===== src/hdl/tatpg_pkg.sv =====
// Constants and carrier types of the transmit alarm and test pattern block
package tatpg_pkg;

  localparam logic [7:0] ADDR_TX_ALARM_CONFIG = 8'h75;
  localparam logic [7:0] ADDR_TX_TEST_PATTERN_CONFIG = 8'h76;
  localparam logic [7:0] ADDR_TX_LOOP_CODE_CONFIG = 8'h77;
  localparam logic [7:0] ADDR_TX_LOOP_CODE_PATTERN = 8'h78;
  localparam logic [7:0] REG_RESET = 8'h00;
  localparam logic [7:0] READ_UNMAPPED = 8'h00;

  localparam logic [7:0] T1_FRAME_BIT_POS = 8'h00;
  localparam logic [7:0] T1_LAST_POS = 8'hC0;
  localparam logic [4:0] E1_TS_FRAMING = 5'h00;
  localparam logic [4:0] E1_TS_CAS = 5'h10;
  localparam logic [2:0] LOOP_LEN_LAST_BASE = 3'h3;
  localparam logic [2:0] LOOP_FIRST_BIT = 3'h7;
  localparam logic [3:0] ZERO_LIMIT_SHORT = 4'h7;
  localparam logic [3:0] ZERO_LIMIT_LONG = 4'hE;
  localparam logic [4:0] PRBS_LEN_11 = 5'h0B;
  localparam logic [4:0] PRBS_LEN_15 = 5'h0F;
  localparam logic [4:0] PRBS_LEN_20 = 5'h14;
  localparam logic [4:0] PRBS_LEN_23 = 5'h17;
  localparam logic [4:0] PRBS_TAP_11 = 5'h09;
  localparam logic [4:0] PRBS_TAP_15 = 5'h0E;
  localparam logic [4:0] PRBS_TAP_20 = 5'h11;
  localparam logic [4:0] PRBS_TAP_23 = 5'h12;
  localparam logic [22:0] PRBS_SEED = 23'h7FFFFF;

  // Pin synchroniser lanes
  localparam int PIN_TX_CLK = 0;
  localparam int PIN_ALT_CLK = 1;
  localparam int PIN_FRAME_SYNC = 2;
  localparam int PIN_SYS_DATA = 3;
  localparam int PIN_RX_LOOP = 4;
  localparam int PIN_RA_POS = 5;
  localparam int PIN_MF_POS = 6;
  localparam int PIN_COUNT = 7;

  typedef struct packed {
    logic [1:0] reserved;
    logic auto_mf_remote_alarm;
    logic auto_remote_alarm;
    logic auto_all_ones_alarm;
    logic manual_mf_remote_alarm;
    logic manual_remote_alarm;
    logic manual_all_ones_alarm;
  } tatpg_alarm_cfg_s;

  typedef struct packed {
    logic [2:0] reserved;
    logic pattern_tx_enable;
    logic framed;
    logic zero_run_limit_en;
    logic [1:0] prbs_length_select;
  } tatpg_pattern_cfg_s;

  typedef struct packed {
    logic [3:0] reserved;
    logic [1:0] loop_code_length;
    logic unframed;
    logic loop_code_start;
  } tatpg_loop_cfg_s;

  typedef struct packed {
    logic t1_mode;
    logic cas_framing;
    logic remote_alarm_insert_en;
    logic mf_remote_alarm_insert_en;
    logic alarm_clock_switch_en;
    logic digital_line_select;
    logic line_loopback;
  } tatpg_mode_s;

  typedef struct packed {
    logic rx_signal_loss;
    logic rx_clock_loss;
    logic rx_frame_align_loss;
    logic rx_cas_align_loss;
    logic tx_clock_loss;
  } tatpg_loss_s;

endpackage : tatpg_pkg


===== src/hdl/tatpg_prbs.sv =====
// PRBS generator with inversion and zero run limiting
`timescale 1ns/100ps
`default_nettype none
module tatpg_prbs (
  input wire logic ref_clk_in,
  input wire logic reset_n_in,
  input wire logic run_in,
  input wire logic step_in,
  input wire logic [1:0] sel_in,
  input wire logic zero_limit_in,
  output logic bit_out
);
  import tatpg_pkg::*;

  function automatic logic [4:0] len_of(input logic [1:0] sel);
    case (sel)
      2'h0: len_of = PRBS_LEN_11;
      2'h1: len_of = PRBS_LEN_15;
      2'h2: len_of = PRBS_LEN_20;
      default: len_of = PRBS_LEN_23;
    endcase
  endfunction : len_of

  function automatic logic [4:0] tap_of(input logic [1:0] sel);
    case (sel)
      2'h0: tap_of = PRBS_TAP_11;
      2'h1: tap_of = PRBS_TAP_15;
      2'h2: tap_of = PRBS_TAP_20;
      default: tap_of = PRBS_TAP_23;
    endcase
  endfunction : tap_of

  logic [22:0] lfsr;
  logic [3:0] zero_run;
  wire logic [4:0] len_idx = len_of(sel_in) - 5'h01;
  wire logic [4:0] tap_idx = tap_of(sel_in) - 5'h01;
  wire logic feedback = lfsr[len_idx] ^ lfsr[tap_idx];
  // Zero limiting sends the pattern noninverted
  wire logic invert = !zero_limit_in && sel_in[0];
  wire logic [3:0] zero_limit = sel_in[1] ? ZERO_LIMIT_LONG : ZERO_LIMIT_SHORT;
  wire logic force_one = zero_limit_in && (zero_run >= zero_limit);

  assign bit_out = force_one | (feedback ^ invert);

  // Reseed while idle so a dead all-zero state can never persist
  always_ff @(posedge ref_clk_in or negedge reset_n_in) begin
    if (!reset_n_in) begin
      lfsr <= PRBS_SEED;
      zero_run <= 4'h0;
    end else if (!run_in) begin
      lfsr <= PRBS_SEED;
      zero_run <= 4'h0;
    end else if (step_in) begin
      lfsr <= {lfsr[21:0], feedback};
      zero_run <= bit_out ? 4'h0 : zero_run + 4'h1;
    end
  end

endmodule : tatpg_prbs
`default_nettype wire


===== src/hdl/tatpg_tx_alarm.sv =====
// Transmit alarm, AIS, PRBS and in-band loop code generator
`timescale 1ns/100ps
`default_nettype none
module tatpg_tx_alarm (
  input wire logic ref_clk_in,
  input wire logic reset_n_in,
  input wire logic [7:0] cpu_addr_in,
  input wire logic cpu_wr_in,
  input wire logic cpu_rd_in,
  input wire logic [7:0] cpu_wdata_in,
  output logic [7:0] cpu_rdata_out,
  input wire logic tx_clock_in,
  input wire logic alternate_tx_clock_in,
  input wire logic frame_sync_in,
  input wire logic sys_tx_data_in,
  input wire logic rx_loop_data_in,
  input wire logic remote_alarm_pos_in,
  input wire logic mf_remote_alarm_pos_in,
  input wire tatpg_pkg::tatpg_mode_s mode_in,
  input wire tatpg_pkg::tatpg_loss_s loss_in,
  output logic line_data_out,
  output logic framer_loop_data_out,
  output logic tx_clock_out,
  output logic all_ones_alarm_out,
  output logic remote_alarm_out,
  output logic mf_remote_alarm_out
);
  import tatpg_pkg::*;

  tatpg_alarm_cfg_s tx_alarm_config;
  tatpg_pattern_cfg_s tx_test_pattern_config;
  tatpg_loop_cfg_s tx_loop_code_config;
  logic [7:0] tx_loop_code_pattern;

  // Register port decode
  wire logic hit_alarm = cpu_addr_in == ADDR_TX_ALARM_CONFIG;
  wire logic hit_pattern = cpu_addr_in == ADDR_TX_TEST_PATTERN_CONFIG;
  wire logic hit_loop_cfg = cpu_addr_in == ADDR_TX_LOOP_CODE_CONFIG;
  wire logic hit_loop_pat = cpu_addr_in == ADDR_TX_LOOP_CODE_PATTERN;
  wire logic [7:0] read_mux =
    hit_alarm ? {2'h0, tx_alarm_config[5:0]} :
    hit_pattern ? {3'h0, tx_test_pattern_config[4:0]} :
    hit_loop_cfg ? {4'h0, tx_loop_code_config[3:0]} :
    hit_loop_pat ? {tx_loop_code_pattern[7:1], 1'b0} : READ_UNMAPPED;

  // Reserved bits are dropped on write and read back as zero
  always_ff @(posedge ref_clk_in or negedge reset_n_in) begin
    if (!reset_n_in) begin
      tx_alarm_config <= REG_RESET;
      tx_test_pattern_config <= REG_RESET;
      tx_loop_code_config <= REG_RESET;
      tx_loop_code_pattern <= REG_RESET;
    end else if (cpu_wr_in) begin
      if (hit_alarm) tx_alarm_config <= {2'h0, cpu_wdata_in[5:0]};
      if (hit_pattern) tx_test_pattern_config <= {3'h0, cpu_wdata_in[4:0]};
      if (hit_loop_cfg) tx_loop_code_config <= {4'h0, cpu_wdata_in[3:0]};
      if (hit_loop_pat) tx_loop_code_pattern <= {cpu_wdata_in[7:1], 1'b0};
    end
  end

  always_ff @(posedge ref_clk_in or negedge reset_n_in) begin
    if (!reset_n_in) begin
      cpu_rdata_out <= READ_UNMAPPED;
    end else if (cpu_rd_in) begin
      cpu_rdata_out <= read_mux;
    end
  end

  // Pin synchronisers; only the second stage is read
  wire logic [PIN_COUNT-1:0] pins_raw = {mf_remote_alarm_pos_in,
    remote_alarm_pos_in, rx_loop_data_in, sys_tx_data_in, frame_sync_in,
    alternate_tx_clock_in, tx_clock_in};
  logic [PIN_COUNT-1:0] pins_meta;
  logic [PIN_COUNT-1:0] pins;

  genvar g;
  generate
    for (g = 0; g < PIN_COUNT; g++) begin : g_sync
      always_ff @(posedge ref_clk_in or negedge reset_n_in) begin
        if (!reset_n_in) begin
          pins_meta[g] <= 1'b0;
          pins[g] <= 1'b0;
        end else begin
          pins_meta[g] <= pins_raw[g];
          pins[g] <= pins_meta[g];
        end
      end
    end
  endgenerate

  wire logic clk_loss_ais = mode_in.alarm_clock_switch_en &&
    loss_in.tx_clock_loss;
  wire logic use_alt_clk = mode_in.alarm_clock_switch_en &&
    (tx_alarm_config.manual_all_ones_alarm || loss_in.tx_clock_loss);
  wire logic rx_loss = mode_in.digital_line_select ?
    loss_in.rx_clock_loss : loss_in.rx_signal_loss;
  wire logic ais_active = tx_alarm_config.manual_all_ones_alarm ||
    (tx_alarm_config.auto_all_ones_alarm && rx_loss) || clk_loss_ais;

  wire logic remote_active = mode_in.remote_alarm_insert_en &&
    (tx_alarm_config.manual_remote_alarm ||
    (tx_alarm_config.auto_remote_alarm && loss_in.rx_frame_align_loss));
  wire logic mf_active = mode_in.mf_remote_alarm_insert_en &&
    !mode_in.t1_mode && (tx_alarm_config.manual_mf_remote_alarm ||
    (tx_alarm_config.auto_mf_remote_alarm && loss_in.rx_cas_align_loss));

  // Bit clock edges seen on the reference clock; a switch may add one edge
  wire logic sel_clk = use_alt_clk ? pins[PIN_ALT_CLK] : pins[PIN_TX_CLK];
  logic sel_clk_q;
  wire logic bit_strobe = sel_clk && !sel_clk_q;

  logic [7:0] pos_cnt;
  wire logic [7:0] bit_pos = pins[PIN_FRAME_SYNC] ? T1_FRAME_BIT_POS : pos_cnt;
  wire logic [7:0] pos_inc = bit_pos + 8'h01;
  wire logic [7:0] next_pos = (mode_in.t1_mode && bit_pos >= T1_LAST_POS) ?
    T1_FRAME_BIT_POS : pos_inc;
  wire logic framing_pos = mode_in.t1_mode ? (bit_pos == T1_FRAME_BIT_POS) :
    (bit_pos[7:3] == E1_TS_FRAMING);
  wire logic cas_slot = !mode_in.t1_mode && mode_in.cas_framing &&
    (bit_pos[7:3] == E1_TS_CAS);

  wire logic prbs_hold = tx_test_pattern_config.framed &&
    (framing_pos || cas_slot);
  wire logic prbs_use = tx_test_pattern_config.pattern_tx_enable && !prbs_hold;
  wire logic prbs_step = bit_strobe && prbs_use;
  wire logic prbs_bit;

  tatpg_prbs tatpg_prbs_i (
    .ref_clk_in(ref_clk_in),
    .reset_n_in(reset_n_in),
    .run_in(tx_test_pattern_config.pattern_tx_enable),
    .step_in(prbs_step),
    .sel_in(tx_test_pattern_config.prbs_length_select),
    .zero_limit_in(tx_test_pattern_config.zero_run_limit_en),
    .bit_out(prbs_bit)
  );

  wire logic loop_use = tx_loop_code_config.loop_code_start &&
    !tx_test_pattern_config.pattern_tx_enable &&
    (tx_loop_code_config.unframed || !framing_pos);
  logic [2:0] loop_idx;
  wire logic [2:0] loop_last = LOOP_LEN_LAST_BASE +
    {1'b0, tx_loop_code_config.loop_code_length};
  wire logic [2:0] loop_bit_sel = LOOP_FIRST_BIT - loop_idx;
  wire logic loop_bit = tx_loop_code_pattern[loop_bit_sel];

  wire logic src_bit = mode_in.line_loopback ? pins[PIN_RX_LOOP] :
    pins[PIN_SYS_DATA];
  wire logic yellow_force = (pins[PIN_RA_POS] && remote_active) ||
    (pins[PIN_MF_POS] && mf_active);
  wire logic payload_bit = prbs_use ? prbs_bit :
    loop_use ? loop_bit : (yellow_force || src_bit);

  always_ff @(posedge ref_clk_in or negedge reset_n_in) begin
    if (!reset_n_in) begin
      sel_clk_q <= 1'b0;
      tx_clock_out <= 1'b0;
    end else begin
      sel_clk_q <= sel_clk;
      tx_clock_out <= sel_clk;
    end
  end

  always_ff @(posedge ref_clk_in or negedge reset_n_in) begin
    if (!reset_n_in) begin
      pos_cnt <= T1_FRAME_BIT_POS;
    end else if (bit_strobe) begin
      pos_cnt <= next_pos;
    end
  end

  always_ff @(posedge ref_clk_in or negedge reset_n_in) begin
    if (!reset_n_in) begin
      loop_idx <= 3'h0;
    end else if (!tx_loop_code_config.loop_code_start) begin
      loop_idx <= 3'h0;
    end else if (bit_strobe && loop_use) begin
      loop_idx <= (loop_idx >= loop_last) ? 3'h0 : loop_idx + 3'h1;
    end
  end

  always_ff @(posedge ref_clk_in or negedge reset_n_in) begin
    if (!reset_n_in) begin
      line_data_out <= 1'b0;
      framer_loop_data_out <= 1'b0;
    end else if (bit_strobe) begin
      line_data_out <= ais_active || payload_bit;
      framer_loop_data_out <= payload_bit;
    end
  end

  always_ff @(posedge ref_clk_in or negedge reset_n_in) begin
    if (!reset_n_in) begin
      all_ones_alarm_out <= 1'b0;
      remote_alarm_out <= 1'b0;
      mf_remote_alarm_out <= 1'b0;
    end else begin
      all_ones_alarm_out <= ais_active;
      remote_alarm_out <= remote_active;
      mf_remote_alarm_out <= mf_active;
    end
  end

  property p_ais_ones;
    @(posedge ref_clk_in) disable iff (!reset_n_in)
    bit_strobe && ais_active |=> line_data_out;
  endproperty
  a_ais_ones: assert property (p_ais_ones)
    else $error("AIS bit not sent as one");

  property p_loop_path_kept;
    @(posedge ref_clk_in) disable iff (!reset_n_in)
    bit_strobe && ais_active |=> framer_loop_data_out == $past(payload_bit);
  endproperty
  a_loop_path_kept: assert property (p_loop_path_kept)
    else $error("Framer loopback data altered by AIS");

  property p_auto_all_ones_alarm_digital;
    @(posedge ref_clk_in) disable iff (!reset_n_in)
    tx_alarm_config.auto_all_ones_alarm && mode_in.digital_line_select &&
    loss_in.rx_clock_loss |=> all_ones_alarm_out;
  endproperty
  a_auto_all_ones_alarm_digital: assert property (p_auto_all_ones_alarm_digital)
    else $error("Auto_all_ones_alarm missing on receive clock loss");

  property p_auto_no_switch;
    @(posedge ref_clk_in) disable iff (!reset_n_in)
    !tx_alarm_config.manual_all_ones_alarm && !loss_in.tx_clock_loss
    |=> tx_clock_out == $past(pins[PIN_TX_CLK]);
  endproperty
  a_auto_no_switch: assert property (p_auto_no_switch)
    else $error("Transmit clock switched without manual AIS");

  property p_clk_loss_ais;
    @(posedge ref_clk_in) disable iff (!reset_n_in)
    bit_strobe && mode_in.alarm_clock_switch_en && loss_in.tx_clock_loss
    |=> line_data_out;
  endproperty
  a_clk_loss_ais: assert property (p_clk_loss_ais)
    else $error("No AIS during transmit clock loss");

  property p_t1_frame_hold;
    @(posedge ref_clk_in) disable iff (!reset_n_in)
    mode_in.t1_mode && tx_test_pattern_config.framed &&
    bit_pos == T1_FRAME_BIT_POS |-> !prbs_step;
  endproperty
  a_t1_frame_hold: assert property (p_t1_frame_hold)
    else $error("PRBS advanced on T1 frame bit");

  property p_e1_slot_hold;
    @(posedge ref_clk_in) disable iff (!reset_n_in)
    bit_strobe && !mode_in.t1_mode && tx_test_pattern_config.framed &&
    bit_pos[7:3] == E1_TS_FRAMING && !loop_use
    |=> framer_loop_data_out == $past(yellow_force || src_bit);
  endproperty
  a_e1_slot_hold: assert property (p_e1_slot_hold)
    else $error("PRBS written into E1 time slot 0");

  property p_pattern_gate;
    @(posedge ref_clk_in) disable iff (!reset_n_in)
    !tx_test_pattern_config.pattern_tx_enable |-> !prbs_step;
  endproperty
  a_pattern_gate: assert property (p_pattern_gate)
    else $error("PRBS stepped while disabled");

  property p_loop_wrap;
    @(posedge ref_clk_in) disable iff (!reset_n_in)
    bit_strobe && loop_use && loop_idx == loop_last |=> loop_idx == 3'h0;
  endproperty
  a_loop_wrap: assert property (p_loop_wrap)
    else $error("Loop code length not honoured");

  property p_loop_bit;
    @(posedge ref_clk_in) disable iff (!reset_n_in)
    bit_strobe && loop_use |=>
    framer_loop_data_out == $past(tx_loop_code_pattern[7 - loop_idx]);
  endproperty
  a_loop_bit: assert property (p_loop_bit)
    else $error("Loop code bit order wrong");

  property p_mf_yellow;
    @(posedge ref_clk_in) disable iff (!reset_n_in)
    bit_strobe && pins[PIN_MF_POS] && mf_active && !prbs_use && !loop_use
    |=> framer_loop_data_out;
  endproperty
  a_mf_yellow: assert property (p_mf_yellow)
    else $error("Multiframe yellow not inserted");

  property p_yellow_pass;
    @(posedge ref_clk_in) disable iff (!reset_n_in)
    bit_strobe && !remote_active && !mf_active && !prbs_use && !loop_use
    |=> framer_loop_data_out == $past(src_bit);
  endproperty
  a_yellow_pass: assert property (p_yellow_pass)
    else $error("Data altered with yellow inactive");

  c_ais: cover property (@(posedge ref_clk_in) bit_strobe && ais_active);
  c_prbs: cover property (@(posedge ref_clk_in) prbs_step);
  c_loop_wrap: cover property (@(posedge ref_clk_in)
    bit_strobe && loop_use && loop_idx == loop_last);
  c_alt_clk: cover property (@(posedge ref_clk_in) use_alt_clk);

endmodule : tatpg_tx_alarm
`default_nettype wire


===== config.mk =====
export PLATFORM = sky130hd
export DESIGN_NAME = tatpg_tx_alarm
export DESIGN_NICKNAME = d
export VERILOG_FILES = /design/src/hdl/tatpg_pkg.sv /design/src/hdl/tatpg_prbs.sv /design/src/hdl/tatpg_tx_alarm.sv
export SDC_FILE = /design/constraint.sdc
export NUM_CORES = 1
export LEC_CHECK = 0
export BUFFER_PORTS_ARGS = -buffer_cell sky130_fd_sc_hd__buf_2
export CAP_MARGIN = 0
export CORE_MARGIN = 4
export CORE_UTILIZATION = 40
export DETAILED_ROUTE_END_ITERATION = 12
export HOLD_SLACK_MARGIN = 0.08
export SLEW_MARGIN = 20
export SYNTH_ARGS = -nofsm -noshare
export SYNTH_HDL_FRONTEND = slang
export SYNTH_HIERARCHICAL = 1
export SYNTH_SLANG_ARGS = --single-unit

===== constraint.sdc =====
create_clock -name ref_clk_in -period 3.95 [get_ports ref_clk_in]
set_clock_uncertainty 0.15 [all_clocks]
set_input_delay 0.1975 -clock ref_clk_in [delete_from_list [all_inputs] [get_ports ref_clk_in]]
set_output_delay 0.1975 -clock ref_clk_in [all_outputs]
set_load 0.05 [all_outputs]

**Word level (Yosys, flattened, before mapping)**

Cells that the tools add are included.
Widths: inputs -> output; s select.

- Output and inout bits: 14
- Register bits: 88
- Bits of input ports: 39

- $add $sub $neg: 7
- Bitwise operators: 3
- Mux-type cells: 29
- Reduce and logical (&&, ||, !) cells: 45
- Magnitude comparators: 6
- Equality and inequality tests: 9

Operators by type and width:

| cell | number |
|---|---|
| $mux 8 | 6 |
| $mux 23 | 2 |
| $eq 8x7->1 const B | 4 |
| $pmux 5 s3 | 2 |
| $logic_and 1x1->1 | 22 |
| $mux 4 | 4 |
| $lt 5x6->1 const B | 2 |
| $bmux 1 s5 | 2 |
| $logic_or 1x1->1 | 10 |
| $sub 5x1->5 const B | 2 |
| $mux 1 | 9 |
| $mux 3 | 3 |
| $add 8x1->8 const B | 1 |
| $ge 8x8->1 const B | 1 |
| $logic_not 8->1 | 1 |
| $reduce_and 2->1 | 4 |
| $logic_not 1->1 | 6 |
| $eq 5x5->1 const B | 1 |
| $logic_not 5->1 | 1 |
| $add 4x1->4 const B | 1 |
| $ge 4x4->1 | 1 |
| $lt 3x4->1 const B | 1 |
| $ne 2x1->1 const B | 2 |
| $add 2x2->3 const A | 1 |
| other kinds (9) | 10 |

**Depth between registers and ports, before layout**

- Depth after elaboration: 11
- Gate-level depth with buffers: 14
- Depth with buffers taken out: 12

**By module**

The synthesis kept the hierarchy.

Modules (own cells, without submodules):

| module | area an instance (µm²) | instances | cells an instance |
|---|---|---|---|
| tatpg_tx_alarm | 2,885.3 | 1 | 246 |
| tatpg_prbs | 1,441.4 | 1 | 132 |

**Worst setup path before layout**

OpenSTA, ideal clock, no wires.

- Kind: register to register
- From: register tx_test_pattern_config[0] (netlist bit)
- To: register line_data_out
- Slack: 1.025 ns
- Arrival time: 2.635 ns
- Setup time: 0.140 ns
- Stages on the path, launching flop included: 11
- Cells stage by stage: dfrtp_1 > or2_2 > ha_1 > mux2_4 > a221oi_1 > o21ai_0 > nor2b_1 > buf_6 > mux2i_1 > o41ai_1 > a31oi_1

- Cells in the longest elaborated chain, start to end: 10
- Elaborated cells on any way between the ends: 17
- Classes of those cells: 2 x add/sub; 2 x eq/ne; 7 x mux; 3 x bitwise; 3 x reduce/logical

RTL lines:

| element | RTL line | text |
|---|---|---|
| start: declaration | tatpg_tx_alarm.sv:31 | `tatpg_pattern_cfg_s tx_test_pattern_config;` |
| start signal: assignment | tatpg_tx_alarm.sv:55 | `if (hit_pattern) tx_test_pattern_config <= {3'h0, cpu_wdata_in[4:0]};` |
| $eq 2x2->1, or another cell as far along | tatpg_prbs.sv:16, tatpg_prbs.sv:25 |  |
| $pmux 5 s3 (on tied branches) | tatpg_prbs.sv:16, tatpg_prbs.sv:25 |  |
| $sub 5x1->5 (on tied branches) | tatpg_prbs.sv:35, tatpg_prbs.sv:36 |  |
| $bmux 1 s5 | tatpg_prbs.sv:37 | `wire logic feedback = lfsr[len_idx] ^ lfsr[tap_idx];` |
| $mux 1 (not written as such) | tatpg_prbs.sv:37 |  |
| $xor 1x1->1 | tatpg_prbs.sv:37 |  |
| $xor 1x1->1 * | tatpg_prbs.sv:43 | `assign bit_out = force_one \| (feedback ^ invert);` |
| $or 1x1->1 * | tatpg_prbs.sv:43 |  |
| net prbs_bit | tatpg_tx_alarm.sv:126 | `wire logic prbs_bit;` |
| $mux 1 * | tatpg_tx_alarm.sv:151 | `wire logic payload_bit = prbs_use ? prbs_bit :` |
| $logic_or 1x1->1 * | tatpg_tx_alarm.sv:187 | `line_data_out <= ais_active \|\| payload_bit;` |
| end signal: assignment | tatpg_tx_alarm.sv:187 |  |
| end: declaration | tatpg_tx_alarm.sv:21 | `output logic line_data_out,` |

Mark *: on every way through the listed nets, which the timed path passes. The rest lies on a longest branch. The select of a mux whose other input is x is not followed.
A chain may end at the register's enable or synchronous reset.

**Worst setup path in the final report**

Ends and elaborated chain as after synthesis.

==> results.json <==
{
  "p_comb_share_pct": 12.8,
  "placed_cells": 555,
  "final_nets": 503,
  "critPathKind": "reg2reg",
  "cpMaxStageDelayCell": "dfrtp_1",
  "finish.utilization_pct": 49.3,
  "ys_ff_latch": 88,
  "postSynthCellCount": 378,
  "power.density_mw_per_mm2": 358,
  "area_delta_synth_final_pct": 18.8,
  "dieArea_sq_mm": 0.0125,
  "p_sw_share_pct": 27.5,
  "wirelength_um": 9060,
  "synth.cell_area_sq_mm": 0.00433,
  "fin_ws_ps": 681,
  "route.vias.total": 3027,
  "seq_power_share_pct": 52.5,
  "yosysSeqAreaShare_pct": 51.6,
  "relSlewSlack_pct": 42.9,
  "async_flop_share_pct": 100,
  "ant_nets": 0,
  "start_kind": "flip-flop",
  "grt_pass1_wl_um": 15200,
  "finalSetupTns_ps": 0,
  "final_cells": 594,
  "cts.sinks": 88,
  "crit_chain": "or2_2 > ha_1 > mux2_4 > a221oi_1 > nor3_2 > nor2b_1 > mux2i_1 > o41ai_1 > a31oi_1",
  "root_buffer": "clkbuf_8",
  "h-tree-depth": 3,
  "core_area_sq_mm": 0.0104,
  "wl_per_cell_um": 15.2,
  "p_total_mw": 1.84,
  "critPathTopFamily": "compound AO/OA/AOI/OAI gates",
  "worst_hold_slack_ps": 141,
  "die_x_um": 112,
  "post-route-min-period_ps": 3270,
  "synth_warnings": 6,
  "status": "finished clean",
  "p_leak_nw": 2.24,
  "p_int_mw": 1.33,
  "crit_buf_inv": 0,
  "grt_pass1_vias": 3043,
  "ff2ff_setup_slack_ps": 680,
  "antenna_found_initial": 0,
  "max_stage_delay_ps": 470,
  "cts_buffers": 9,
  "ys.flop_type": "dfrtp_1",
  "ir_worst_vdd_mv": 0.137,
  "maxClockFrequency_mhz": 306,
  "synth_top_area_share_pct": 37.6,
  "ios": 53,
  "clk_pin_slew_ps": 90,
  "end_kind": "flip-flop",
  "synth_common_cells": "dfrtp_1, nand2_1, mux2i_1",
  "clock_latency_ps": 350,
  "hpwlAfterDp_um": 6530,
  "rr_worst_depth": 9,
  "gp_congestion": 0.806,
  "overflow": 0,
  "worstHoldPathCells": 3,
  "synth_top_area_cell": "dfrtp_1",
  "firstDrtPassIters": 4,
  "synth_area_per_cell_sq_um": 11.4,
  "synth_edf_count": 0,
  "maxCapViolations": 0,
  "hold_class": "in2reg",
  "cts_tree": "done",
  "yosysMostFrequentCell": "dfrtp_1",
  "worst-path-stages": 9,
  "grt_max_degree": 54,
  "fin_area_sq_mm": 0.00514,
  "dp_slack_ps": 713,
  "dpl_cell_area_sq_mm": 0.00471,
  "port_buffers": 52,
  "drt_first_iter_violations": 166,
  "pwr-share-clk_pct": 34.7,
  "via_per_inst": 5.10,
  "yosys-top-cells-area": "dfrtp_1, dfstp_2, mux2i_1",
  "grt_use_total_pct": 15.0,
  "initial_core_util_pct": 41.5,
  "worstPathRequired_ps": 4010,
  "drc": 0,
  "fp.dieH_um": 112,
  "slew_violations": 0,
  "rsz0062_at_grt": "false",
  "clock_path_buffers": 2,
  "synth_cell_types": 59,
  "setup_viol": 0,
  "antennaDiodeCount": 0,
  "tightest_slew_ps": 840,
  "worstPathArrival_ps": 3330,
  "path_max_fanout": 9,
  "synth_fp_nets": 428,
  "drive_above_1_share_pct": 29.7,
  "p_sw_mw": 0.505,
  "num_rows": 37,
  "fin_crit_sh_pct": 82.8,
  "hold_viol": 0
}
==> cell type report <==
cell class	instances	area, sq um
Clock buffer	9	124
Clock inverter	7	77.6
Fill cell	956	5280
Inverter	18	67.6
Multi-Input combinational cell	258	1950
Sequential cell	88	2230
Tap cell	136	170
Timing Repair Buffer	78	515
==> per-layer routing <==
layer	vias to the layer above	part of all wire (%)	global-route usage [%]
met2	36	48	24.3
met3	6	2.6	3.70
li1	1507	-	-
met4	0	0.94	3.69
met1	1478	48	20.3
met5	-	0	0
==> power groups by stage <==
| stage | combinational (mW) | clock, mW | sequential, mW |
|---|---|---|---|
| final | 0.235 | 0.637 | 0.965 |
| after global routing | 0.261 | 0.699 | 0.972 |
| after CTS | 0.239 | 0.663 | 0.966 |
| after detailed placement | 0.221 | 0 | 0.983 |
| after global placement | 0.216 | 0 | 0.981 |
| after floorplan | 0.113 | 0 | 1.01 |
==> kinds of logic after synthesis <==
group	Yosys count	share of synthesized area [%]
buffers and inverters	32	3.35
DFF	88	51.6
adders and majority gates	11	3.18
AOI/OAI and AO/OA	65	10.4
muxes	64	17.1
and+or+nand+nor	118	14.3
==> registers in the layout (all words and copies together), names as in the netlist, 3 cells and up <==
register                cells
tx_alarm_config             6
pos_cnt                     8
tx_loop_code_config         4
tatpg_prbs_i/lfsr          23
cpu_rdata_out               8
pins_meta                   7
tx_test_pattern_config      5
pins                        7
tatpg_prbs_i/zero_run       4
tx_loop_code_pattern        7
loop_idx                    3
==> path summary, 6_finish.rpt <==
kind,startpoint,end
max,tx_test_pattern_config[0],line_data_out
min,cpu_wr_in,tx_alarm_config[5]
max reg2reg,tx_test_pattern_config[0],line_data_out
min reg2reg,pins_meta[2],pins[2]
max in group asynchronous,reset_n_in,tatpg_prbs_i/lfsr[10]
min in group asynchronous,reset_n_in,cpu_rdata_out[7]
==> tightest hold or removal path, cell delays in order <==
cell     delay [ps]
buf_2           150
nand2_8         110
mux2_4          150
==> cell usage in the layout (no fill, tap or decap), drive strengths merged, types with 3 or more instances in the layout <==
| cell | instances |
|---|---|
| o41ai | 3 |
| inv | 21 |
| a21oi | 10 |
| a221oi | 4 |
| clkbuf | 9 |
| buf | 55 |
| o211ai | 5 |
| and4b | 3 |
| nor3 | 3 |
| dfrtp | 65 |
| ha | 11 |
| mux2i | 32 |
| nand3 | 8 |
| nand2 | 46 |
| nor2b | 13 |
| dfstp | 23 |
| a31oi | 5 |
| mux2 | 30 |
| o21ai | 19 |
| dlygate4sd3 | 23 |
| nand2b | 11 |
| nor2 | 19 |
| o22ai | 3 |
==> timing repair <==
item                      4_1_cts  5_1_grt
resized for setup               0        0
hold buffers                   23        0
buffers inserted                0        0
hold endpoints to repair       86        0
No activity file was read; power rests on OpenSTA's default activity.
